### src/design/sflash_pkg.sv
// shared constants and types for the serial flash command front end
package sflash_pkg;
   localparam logic [7:0] OP_SET_LATCH = 8'h06;
   localparam logic [7:0] OP_CLEAR_LATCH = 8'h04;
   localparam logic [7:0] OP_IDENTITY = 8'h9f;
   localparam logic [7:0] OP_STATUS = 8'h05;
   localparam logic [7:0] OP_READ = 8'h03;
   localparam logic [7:0] OP_FAST_READ = 8'h0b;
   localparam logic [7:0] UID_LENGTH = 8'h10;
   localparam logic [7:0] CUSTOMER_DEFAULT = 8'h00;
   localparam int ID_BYTES = 20;
   localparam int ADDR_BITS = 21;
   localparam int STAT_BUSY_POS = 0;
   localparam int STAT_LATCH_POS = 1;
   localparam logic [20:0] ADDR_WRAP = 21'h000000;
   localparam logic WRITE_LATCH_RESET = 1'b0;
   localparam logic DOUT_RESET = 1'b0;
   localparam logic DOUT_OE_RESET_N = 1'b1;
   typedef enum logic [2:0] {
      ST_OPCODE = 3'b000,
      ST_ADDR = 3'b001,
      ST_DUMMY = 3'b010,
      ST_OUT = 3'b011,
      ST_IGNORE = 3'b100
   } state_t;
   typedef enum logic [1:0] {
      SRC_STATUS = 2'b00,
      SRC_IDENT = 2'b01,
      SRC_ARRAY = 2'b10
   } source_t;
   typedef struct packed {
      logic sel_n;
      logic sclk;
      logic din;
   } spi_in_t;
endpackage

### src/design/sflash_cmd.sv
// serial flash command interpreter: latch, identity, status and array reads
`timescale 1ns/1ps
module sflash_cmd import sflash_pkg::*; #(
   parameter logic [7:0] MAKER_CODE = 8'h5a, // arbitrary value
   parameter logic [7:0] MEM_TYPE = 8'ha5, // arbitrary value
   parameter logic [7:0] MEM_CAPACITY = 8'h3c, // arbitrary value
   parameter int FIFO_DEPTH = 16
) (
   input wire logic clk,
   input wire logic rst_n,
   input wire spi_in_t spi_in,
   output logic dout,
   output logic dout_oe_n,
   input wire logic engine_busy,
   input wire logic engine_done,
   output logic [ADDR_BITS-1:0] mem_addr,
   output logic mem_req,
   input wire logic mem_valid,
   input wire logic [7:0] mem_data,
   output logic write_latch_flag,
   output logic [7:0] flash_status_byte
);
   // two-flop synchronisers for pins
   spi_in_t sync1;
   spi_in_t sync2;
   logic sclk_prev;
   logic sel_prev_n;
   always_ff @(posedge clk) begin
      sync1 <= spi_in;
      sync2 <= sync1;
      sclk_prev <= sync2.sclk;
      sel_prev_n <= sync2.sel_n;
   end
   wire logic sel_n = sync2.sel_n;
   wire logic rise = !sel_n && sync2.sclk && !sclk_prev;
   wire logic fall = !sel_n && !sync2.sclk && sclk_prev;
   wire logic sel_rise = sync2.sel_n && !sel_prev_n;
   wire logic sel_fall = !sync2.sel_n && sel_prev_n;

   state_t state;
   source_t src;
   logic [2:0] bitcnt;
   logic [7:0] shin;
   logic [7:0] opcode;
   logic [4:0] byte_cnt;
   logic [1:0] addr_bytes;
   logic [ADDR_BITS-1:0] addr;
   logic [7:0] shout;
   logic frame_ok;
   logic busy_flag;
   logic [4:0] id_idx;
   logic out_started;
   logic fetch_pend;

   wire logic [7:0] next_shin = {shin[6:0], sync2.din};
   wire logic byte_done = rise && bitcnt == 3'd7;
   // last address bit: fetch starts here so the first byte is ready by the next fall
   wire logic addr_last = byte_done && state == ST_ADDR && addr_bytes == 2'd2;
   wire logic [ADDR_BITS-1:0] addr_in = {addr[ADDR_BITS-2:0], sync2.din};
   wire logic is_set = opcode == OP_SET_LATCH;
   wire logic is_clear = opcode == OP_CLEAR_LATCH;
   wire logic latch_frame = (is_set || is_clear) && frame_ok && bitcnt == 3'd0;
   wire logic next_busy = engine_busy;
   wire logic [7:0] status_val = {6'h00, write_latch_flag, busy_flag};
   logic [7:0] id_byte;
   always_comb begin
      case (id_idx)
         5'd0: id_byte = MAKER_CODE;
         5'd1: id_byte = MEM_TYPE;
         5'd2: id_byte = MEM_CAPACITY;
         5'd3: id_byte = UID_LENGTH;
         default: id_byte = CUSTOMER_DEFAULT;
      endcase
   end

   // array data path through the fifo; fetch stalls when fifo full
   logic f_in_ready;
   logic f_out_valid;
   logic [7:0] f_out_data;
   wire logic f_pop = fall && bitcnt == 3'd0 && state == ST_OUT && src == SRC_ARRAY;
   sflash_fifo #(.WIDTH(8), .DEPTH(FIFO_DEPTH)) u_fifo (
      .clk(clk),
      .rst_n(rst_n),
      .flush(sel_n),
      .in_valid(mem_valid && !sel_n),
      .in_ready(f_in_ready),
      .in_data(mem_data),
      .out_valid(f_out_valid),
      .out_ready(f_pop),
      .out_data(f_out_data)
   );
   wire logic [7:0] arr_byte = f_out_valid ? f_out_data : 8'hff;

   always_ff @(posedge clk) begin
      if (!rst_n) busy_flag <= 1'b0;
      else busy_flag <= next_busy;
   end
   always_ff @(posedge clk) begin
      if (!rst_n) flash_status_byte <= 8'h00;
      else flash_status_byte <= status_val;
   end

   // latch update: completion of engine op wins over set or clear in the same cycle
   always_ff @(posedge clk) begin
      if (!rst_n) begin
         write_latch_flag <= WRITE_LATCH_RESET;
      end else if (engine_done) begin
         write_latch_flag <= 1'b0;
      end else if (sel_rise && latch_frame) begin
         write_latch_flag <= is_set;
      end
   end

   always_ff @(posedge clk) begin
      if (!rst_n || sel_n) begin
         state <= ST_OPCODE;
         bitcnt <= 3'd0;
         frame_ok <= 1'b1;
         opcode <= 8'h00;
         src <= SRC_STATUS;
         byte_cnt <= 5'd0;
         id_idx <= 5'd0;
         addr_bytes <= 2'd0;
         out_started <= 1'b0;
      end else if (rise) begin
         bitcnt <= bitcnt + 3'd1;
         shin <= next_shin;
         if (bitcnt == 3'd7) begin
            case (state)
               ST_OPCODE: begin
                  opcode <= next_shin;
                  frame_ok <= 1'b1;
                  case (next_shin)
                     OP_STATUS: begin
                        state <= ST_OUT;
                        src <= SRC_STATUS;
                     end
                     OP_IDENTITY: begin
                        state <= busy_flag ? ST_IGNORE : ST_OUT;
                        src <= SRC_IDENT;
                     end
                     OP_READ, OP_FAST_READ: begin
                        state <= busy_flag ? ST_IGNORE : ST_ADDR;
                        src <= SRC_ARRAY;
                     end
                     default: state <= ST_IGNORE;
                  endcase
               end
               ST_ADDR: begin
                  addr_bytes <= addr_bytes + 2'd1;
                  if (addr_bytes == 2'd2) begin
                     state <= opcode == OP_FAST_READ ? ST_DUMMY : ST_OUT;
                  end
               end
               ST_DUMMY: state <= ST_OUT;
               default: state <= state;
            endcase
            if (state != ST_OPCODE) frame_ok <= 1'b0;
         end else if (state == ST_OPCODE && opcode != 8'h00) begin
            frame_ok <= 1'b0;
         end
      end else if (f_pop || (fall && bitcnt == 3'd0 && state == ST_OUT)) begin
         out_started <= 1'b1;
         if (src == SRC_IDENT && id_idx != 5'(ID_BYTES)) id_idx <= id_idx + 5'd1;
      end
   end

   // address assembly and array fetch
   always_ff @(posedge clk) begin
      if (!rst_n) begin
         addr <= ADDR_WRAP;
         fetch_pend <= 1'b0;
      end else if (rise && state == ST_ADDR) begin
         addr <= addr_in;
         fetch_pend <= 1'b0;
      end else if (mem_req) begin
         addr <= addr + 21'd1;
      end
   end
   always_ff @(posedge clk) begin
      if (!rst_n) begin
         mem_req <= 1'b0;
         mem_addr <= ADDR_WRAP;
      end else begin
         mem_req <= addr_last || (!sel_n && src == SRC_ARRAY
            && (state == ST_OUT || state == ST_DUMMY) && f_in_ready && !mem_req && !mem_valid);
         mem_addr <= addr_last ? addr_in : addr;
      end
   end

   // output shifter: load on byte boundary falling edge, shift otherwise
   wire logic [7:0] load_byte = src == SRC_STATUS ? status_val :
      src == SRC_IDENT ? (id_idx == 5'(ID_BYTES) ? 8'h00 : id_byte) : arr_byte;
   always_ff @(posedge clk) begin
      if (!rst_n || sel_n) begin
         shout <= 8'h00;
         dout <= DOUT_RESET;
         dout_oe_n <= DOUT_OE_RESET_N;
      end else if (fall && state == ST_OUT) begin
         if (bitcnt == 3'd0) begin
            dout <= load_byte[7];
            shout <= {load_byte[6:0], 1'b0};
         end else begin
            dout <= shout[7];
            shout <= {shout[6:0], 1'b0};
         end
         dout_oe_n <= 1'b0;
      end
   end

   AST_STATUS_BITS: assert property (@(posedge clk) disable iff (!rst_n)
      flash_status_byte[7:2] == 6'h00) else $error("status high bits nonzero");
   AST_BUSY_FOLLOW: assert property (@(posedge clk) disable iff (!rst_n)
      ##1 busy_flag == $past(engine_busy)) else $error("busy flag lags");
   AST_DONE_CLEARS: assert property (@(posedge clk) disable iff (!rst_n)
      engine_done |=> !write_latch_flag) else $error("latch not cleared");
   AST_SEL_STOP: assert property (@(posedge clk) disable iff (!rst_n)
      sel_n |=> dout_oe_n) else $error("output driven after select");
   AST_ID_BUSY: assert property (@(posedge clk) disable iff (!rst_n)
      (byte_done && state == ST_OPCODE && next_shin == OP_IDENTITY && busy_flag)
      |=> state == ST_IGNORE) else $error("identity decoded while busy");
   AST_READ_BUSY: assert property (@(posedge clk) disable iff (!rst_n)
      (byte_done && state == ST_OPCODE && next_shin == OP_READ && busy_flag)
      |=> state == ST_IGNORE) else $error("read decoded while busy");
   AST_SET: assert property (@(posedge clk) disable iff (!rst_n)
      (sel_rise && latch_frame && is_set && !engine_done) |=> write_latch_flag)
      else $error("set latch failed");
   AST_CLEAR: assert property (@(posedge clk) disable iff (!rst_n)
      (sel_rise && latch_frame && is_clear) |=> !write_latch_flag)
      else $error("clear latch failed");
   AST_ODD_FRAME: assert property (@(posedge clk) disable iff (!rst_n)
      (sel_rise && bitcnt != 3'd0 && !engine_done) |=> $stable(write_latch_flag))
      else $error("partial frame changed latch");
   COV_SET: cover property (@(posedge clk) sel_rise && latch_frame && is_set);
   COV_STATUS: cover property (@(posedge clk) state == ST_OUT && src == SRC_STATUS);
   COV_IDENT: cover property (@(posedge clk) id_idx == 5'd4);
   COV_ARRAY: cover property (@(posedge clk) f_pop && f_out_valid);
endmodule

### src/design/sflash_fifo.sv
// small valid/ready fifo for array read data
`timescale 1ns/1ps
module sflash_fifo import sflash_pkg::*; #(
   parameter int WIDTH = 8,
   parameter int DEPTH = 16
) (
   input wire logic clk,
   input wire logic rst_n,
   input wire logic flush,
   input wire logic in_valid,
   output logic in_ready,
   input wire logic [WIDTH-1:0] in_data,
   output logic out_valid,
   input wire logic out_ready,
   output logic [WIDTH-1:0] out_data
);
   localparam int AW = $clog2(DEPTH);
   logic [WIDTH-1:0] mem [DEPTH];
   logic [AW:0] wp;
   logic [AW:0] rp;
   wire logic do_wr = in_valid && in_ready;
   wire logic do_rd = out_valid && out_ready;
   assign in_ready = (wp - rp) != (AW+1)'(DEPTH);
   assign out_valid = wp != rp;
   assign out_data = mem[rp[AW-1:0]];
   always_ff @(posedge clk) begin
      if (do_wr) begin
         mem[wp[AW-1:0]] <= in_data;
      end
   end
   always_ff @(posedge clk) begin
      if (!rst_n || flush) begin
         wp <= '0;
         rp <= '0;
      end else begin
         if (do_wr) wp <= wp + 1'b1;
         if (do_rd) rp <= rp + 1'b1;
      end
   end
endmodule

### config.mk
export PLATFORM = sky130hd
export DESIGN_NAME = sflash_cmd
export DESIGN_NICKNAME = d
export VERILOG_FILES = /design/src/design/sflash_pkg.sv /design/src/design/sflash_cmd.sv /design/src/design/sflash_fifo.sv
export SDC_FILE = /design/constraint.sdc
export NUM_CORES = 1
export LEC_CHECK = 0
export ABC_AREA = 1
export ABC_CLOCK_PERIOD_IN_PS = 6440
export BUFFER_PORTS_ARGS = -buffer_cell sky130_fd_sc_hd__buf_2
export CAP_MARGIN = 10
export CORE_UTILIZATION = 65
export DETAILED_ROUTE_END_ITERATION = 10
export GPL_TIMING_DRIVEN = 0
export PLACE_DENSITY = 0.84
export SETUP_SLACK_MARGIN = 0.05
export SLEW_MARGIN = 10
export SYNTH_ARGS = -nofsm -noshare
export SYNTH_HDL_FRONTEND = slang
export SYNTH_SLANG_ARGS = --single-unit
### constraint.sdc
create_clock -name clk -period 6.44 [get_ports clk]
set_clock_uncertainty 0.2 [all_clocks]
set_input_delay 0.322 -clock clk [delete_from_list [all_inputs] [get_ports clk]]
set_output_delay 0.322 -clock clk [all_outputs]
set_load 0.01 [all_outputs]
==> flow_summary.ini, run 1 <==
[sta]
timing_max_transition_violations_final = 0
post-route-period-util_pct = 49.0
period_needed_ns = 3.16
worst_slew_margin_rel_pct = 40.8
worst_slack_ns = 3.28
rsz0062_at_grt = false
worst_pin_slew_ns = 0.883
setup-tns-final_ns = 0
timing_hold_violations_final = 0
setup_viol_count_final = 0
max_clock_freq_mhz = 317

[floorplanning]
core_um2 = 15400
y_dimension_of_the_die_um = 129
top_level_ports = 49
full_die_area_um2 = 16500
starting_density_of_the_core_pct = 67.5
core.rowCount = 45
die_w_um = 129

[place]
minimum_setup_slack_after_placement_ns = 2.97
port_buffers = 42
globalplace.congestion = 0.917
placed_cell_area_um2 = 11000
hpwl_mm = 16.2

[critical_path]
timing.critical_path.slowest_cell_delay_ns = 0.69
worst-path-max-fanout = 10
critical_path.endpoint_type = register
crit_path_slowest_cell = nor3_2
r2r-start = u_fifo.wp[1]
worstPathCellList = ha_1 -> inv_1 -> o21bai_4 -> a21oi_1 -> nand2_1 -> nor2_1 -> nor2_1 -> nand2_2 -> nand2_1 -> buf_2 -> nor3_2
cp-startpoint = u_fifo.wp[1]
start_kind = register
path_delay_family = simple AND/OR/NAND/NOR gates
cp_data_required_time_ns = 6.39
path_buf_inv = 2
arrival_ns = 3.11
setup.worst_path.class = reg -> reg

[finish]
area_growth_syn_to_layout_pct = 14.3
layout_commonest_cell = nand2_1
antenna-diode-count = 0
fin_area_um2 = 11900
number_of_fill_cells_in_the_layout = 1013
mostFrequentLayoutCells = nand2_1, edfxtp_1, nor2_1
nNetsFinal = 1221
drive_above_1_share_pct = 13.8

[cts]
post_cts_hold_buffer_count = 15
clock-root-buffer = clkbuf_16
clk_path_buf_depth = 3
cts.repair.resized = 0
clk_pin_slew_ns = 0.06
cts-buffers-inserted = 25
cts-htree-levels = 1
cts.sink_count = 237
cts_tree = yes
clk-insertion-delay-late_ns = 0.53
setup_buffers_after_cts = 0

[status]
run_status = finished, final reports clean

[pwr]
worst_ir_drop_on_vdd_v = 0.000195
power.leakage_nw = 4.53
powerDensity_nw_per_um2 = 255

[yosys]
synthDominantCellAreaShare_pct = 38.9
synthesis.yosys.warnings = 0
synth_async_sr_flop_share_pct = 0
syn_area_um2 = 10400
synthFlopType = edfxtp_1
post_synth_inst_count = 1098
synth-seq-area-share_pct = 58.5
syn-mean-instance-area_um2 = 9.49
synth_edf_count = 135
synth_top_area_cell = edfxtp_1
synthTopCellsByArea = edfxtp_1, dfxtp_1, nand2_1
yosys_register_bits = 237
post_synth_cell_types = 49

[grt]
grt.overflow.total = 0
track_usage_pct = 30.8
grt_pass1_vias = 7887
grt_max_degree = 17
first_pass_grt_wire_length_mm = 39.0
initial_antenna_violation_count = 0

[run]
maxCapViolations = 0

[min_path]
hp-class = reg -> reg
worst_hold_startpoint = sync1[1]

[route]
route.vias.total = 8396
dr.first_iter.drc_count = 878
wirelength_mm = 24.8
drtAntennaViolNets = 0
drt_pass1_iterations = 6
route.detailed.drc = 0
vias_per_cell = 5.94
routed_wire_length_per_instance_um = 17.5
-- logic make-up (layout without fill, tap and decap cells) --
family	Yosys count	count (layout)	share of synthesized area [%]
flops	237	237	58.5
simple gates	428	428	18.9
buf+inv	167	267	6.88
fa+ha+maj	18	18	2.16
compound gates	231	231	12.1
xor+xnor	16	16	1.34
other cells	1	6	0.0360
-- metrics by stage --
step | util, % | power (mW) | hold WS [ns] | instances
floorplan | - | 1.67 | 0.110 | 1103
global placement | 70.7 | 1.70 | 0.111 | 1356
detailed placement | 71.0 | 1.70 | 0.112 | 1356
CTS | 77.0 | 3.05 | 0.126 | 1414
global route | 77.2 | 3.11 | 0.131 | 1414
finish | 77.2 | 3.04 | 0.129 | 1414
-- report_power, final --
part	switching [mW]	internal [mW]
Combinational	0.0483	0.0222
Sequential	0.00420	1.60
Clock	0.584	0.780
-- per-layer routing --
metal / vias to the layer above / GRT usage (%) / part of all wire (%)
li1: 3911 / - / -
met1: 4014 / 41.9 / 42
met2: 426 / 50.7 / 47
met3: 45 / 5.07 / 8.8
met4: 0 / 10.2 / 1.9
met5: - / 0 / 0
-- cell type report --
cell class	instances	area [um2]	area share, %
Buffer	52	283	2.37
Clock buffer	30	664	5.58
Clock inverter	13	113	0.945
Inverter	115	434	3.64
Multi-Input combinational cell	699	3700	31.1
Sequential cell	237	6100	51.2
Tap cell	211	264	2.22
Timing Repair Buffer	57	360	3.02
-- sequential cells by signal, indices dropped and copies added (netlist names), 2 cells and up, named ones only --
register / flops
mem_addr: 21
opcode: 8
addr_bytes: 2
shout: 7
u_fifo.wp: 5
sync1: 3
src: 2
state: 3
bitcnt: 3
shin: 7
id_idx: 5
u_fifo.rp: 5
addr: 21
u_fifo.mem: 128
flash_status_byte: 2
-- cells in the mapped netlist, types with 11 or more instances --
master and number:
a21oi_1 77, buf_2 13, buf_4 13, clkbuf_1 21
dfxtp_1 102, edfxtp_1 135, ha_1 18, inv_1 103
inv_2 11, nand2_1 159, nand3_1 67, nor2_1 123
nor3_1 28, o211ai_1 19, o21ai_0 103, xor2_1 14
-- path summary, 6_finish.rpt --
path                                    endpoint  slack [ns]  cells past startpoint
worst min register to register          sync2[1]        0.13                      0
worst min-delay path                    sync2[1]        0.13                      0
worst max register to register  u_fifo.mem[8][6]        3.28                     11
worst max-delay path            u_fifo.mem[8][6]        3.28                     11
-- worst register-to-register path, cell delays in order (launching register included) --
cell and delay [ns]:
dfxtp_1 0.45, ha_1 0.30, inv_1 0.11, o21bai_4 0.08, a21oi_1 0.19, nand2_1 0.10, nor2_1 0.09, nor2_1 0.06
nand2_2 0.14, nand2_1 0.11, buf_2 0.24, nor3_2 0.69
No activity file was read; power rests on OpenSTA's default activity.
==> inputs of run 2 (changes only) <==
--- a/config.mk
+++ b/config.mk
@@ -6,13 +6,13 @@
 export NUM_CORES = 1
 export LEC_CHECK = 0
 export ABC_AREA = 1
-export ABC_CLOCK_PERIOD_IN_PS = 6440
+export ABC_CLOCK_PERIOD_IN_PS = 2900
 export BUFFER_PORTS_ARGS = -buffer_cell sky130_fd_sc_hd__buf_2
 export CAP_MARGIN = 10
-export CORE_UTILIZATION = 65
+export CORE_UTILIZATION = 55
 export DETAILED_ROUTE_END_ITERATION = 10
 export GPL_TIMING_DRIVEN = 0
-export PLACE_DENSITY = 0.84
+export PLACE_DENSITY = 0.75
 export SETUP_SLACK_MARGIN = 0.05
 export SLEW_MARGIN = 10
 export SYNTH_ARGS = -nofsm -noshare
==> constraint.sdc (replaced) <==
create_clock -name clk -period 2.9 [get_ports clk]
set_clock_uncertainty 0.2 [all_clocks]
set_input_delay 0.145 -clock clk [delete_from_list [all_inputs] [get_ports clk]]
set_output_delay 0.145 -clock clk [all_outputs]
set_load 0.01 [all_outputs]
==> flow_summary.ini, run 2 (same netlist as run 1, synthesis figures left out) <==
[sta]
fin_hold_ws_ns = 0.0628
timing_hold_violations_final = 0
setup-tns-final_ns = 0
period_needed_ns = 2.73
max_clock_freq_mhz = 366
setup_viol_count_final = 0
worst_pin_slew_ns = 0.729
worst_slew_margin_rel_pct = 51.3
timing_max_transition_violations_final = 0
worst_slack_ns = 0.171
post-route-period-util_pct = 94.1
rsz0062_at_grt = false

[floorplanning]
starting_density_of_the_core_pct = 57.0
top_level_ports = 49
core_um2 = 18300
die_w_um = 140
y_dimension_of_the_die_um = 140
full_die_area_um2 = 19500
core.rowCount = 49

[cts]
cts-buffers-inserted = 25
clk-insertion-delay-late_ns = 0.53
cts.sink_count = 237
cts_tree = yes
cts-htree-levels = 1
clock-root-buffer = clkbuf_16
clk_pin_slew_ns = 0.06
clk_path_buf_depth = 3

[pwr]
power.switching_fraction_pct = 20.4
clock_power_share_pct = 46.6
worst_ir_drop_on_vdd_v = 0.000424
post-layout-total-power_mw = 7.01
power.leakage_nw = 4.82
power.sequential.fraction_pct = 51.0
net_switching_power_mw = 1.43
p_int_mw = 5.57
powerDensity_nw_per_um2 = 565
pwr-share-comb_pct = 2.4

[min_path]
hp-class = in -> reg
worstHoldEndpoint = sync1[0]
worst_hold_startpoint = spi_in[0]
holdPathStages = 2

[critical_path]
critical-path-top-cell-by-count = nand2_2
setup.worst_path.class = reg -> reg
worst-path-max-fanout = 10
r2r-start = u_fifo.wp[0]
timing.rr.end = u_fifo.mem[10][7]
path_buf_inv = 3
worstPathCellList = inv_1 -> ha_1 -> o21bai_4 -> a21oi_2 -> o21ai_0 -> nand2_1 -> nand2_2 -> nand2_2 -> buf_4 -> nor3_4 -> buf_12
critical_path.endpoint_type = register
start_kind = register
cp_data_required_time_ns = 2.95
arrival_ns = 2.78
cp-startpoint = u_fifo.wp[0]
timing.critical_path.slowest_cell_delay_ns = 0.40
path_delay_family = simple AND/OR/NAND/NOR gates
reg2regPathDepth = 11
crit_path_slowest_cell = dfxtp_1
setup.reg_to_reg.worst_slack_ns = 0.17

[finish]
number_of_fill_cells_in_the_layout = 1347
antenna-diode-count = 0
max_reg_flops = 128
nNetsFinal = 1242
mostFrequentLayoutCells = nand2_1, edfxtp_1, nor2_1
area_growth_syn_to_layout_pct = 19.1
layout_commonest_cell = nand2_1
postLayoutCoreUtil_pct = 67.9
drive_above_1_share_pct = 15.6

[route]
route.vias.total = 8363
drt_pass1_iterations = 6
routed_wire_length_per_instance_um = 17.8
dr.first_iter.drc_count = 825
wirelength_mm = 25.8
vias_per_cell = 5.75
route.detailed.drc = 0
drtAntennaViolNets = 0

[grt]
grt_pass1_vias = 7791
grt_max_degree = 17
track_usage_pct = 26.3
first_pass_grt_wire_length_mm = 40.1
initial_antenna_violation_count = 0
grt.overflow.total = 0

[run]
maxCapViolations = 0

[place]
globalplace.congestion = 0.911
port_buffers = 42
minimum_setup_slack_after_placement_ns = -0.480
hpwl_mm = 16.5

[status]
run_status = finished, final reports clean
## run 2: final cells by class
cell class	instances	area, um2	share of cell area, %
buffer	52	298	2.40
clock buffer	32	734	5.92
timing repair buffer	78	651	5.24
inverter	115	434	3.50
tap	229	287	2.31
multi-input combinational	699	3800	30.6
clock inverter	12	111	0.898
sequential	237	6100	49.1
## run 2: how the worst max path moves through the flow
stage               cells past startpoint  slack (ns)           endpoint
floorplan                              12        0.18   u_fifo.mem[4][0]
global placement                       12       -0.68   u_fifo.mem[8][5]
detailed placement                     12       -0.48  u_fifo.mem[14][6]
CTS                                    12       -0.16  u_fifo.mem[15][0]
global route                           13        0.03   u_fifo.mem[7][2]
finish                                 11        0.17  u_fifo.mem[10][7]
## run 2: per-stage QoR
step	std cells	cell area, um2
finish	1454	12400
global route	1454	12400
CTS	1443	12100
detailed placement	1380	11000
global placement	1374	10900
floorplan	1103	10400
## run 2: worst register-to-register path: stages (launching register included)
cell	delay (ns)
dfxtp_1	0.40
inv_1	0.13
ha_1	0.23
o21bai_4	0.19
a21oi_2	0.08
o21ai_0	0.18
nand2_1	0.09
nand2_2	0.16
nand2_2	0.12
buf_4	0.24
nor3_4	0.24
buf_12	0.17
## run 2: power by group through the flow
| stage | Sequential, mW | Clock (mW) | Combinational, mW |
|---|---|---|---|
| after floorplan | 3.64 | 0 | 0.0702 |
| after CTS | 3.57 | 3.28 | 0.157 |
| after global routing | 3.57 | 3.41 | 0.183 |
| final | 3.57 | 3.27 | 0.168 |
| after detailed placement | 3.65 | 0 | 0.138 |
| after global placement | 3.65 | 0 | 0.131 |
## run 2: routing by layer
metal	up-vias	global-route usage (%)	part of all wire [%]
met5	-	0	0
met4	0	7.52	1.7
met3	28	3.37	7.9
met2	377	43.1	48
met1	4014	36.7	43
li1	3944	-	-
## run 2: repair_timing
action,CTS,global route
buffers inserted,2,11
endpoints found under the setup margin,94,117
hold buffers,17,0
pin swaps,0,9
endpoints found under the hold margin,162,0
resized for setup,9,26
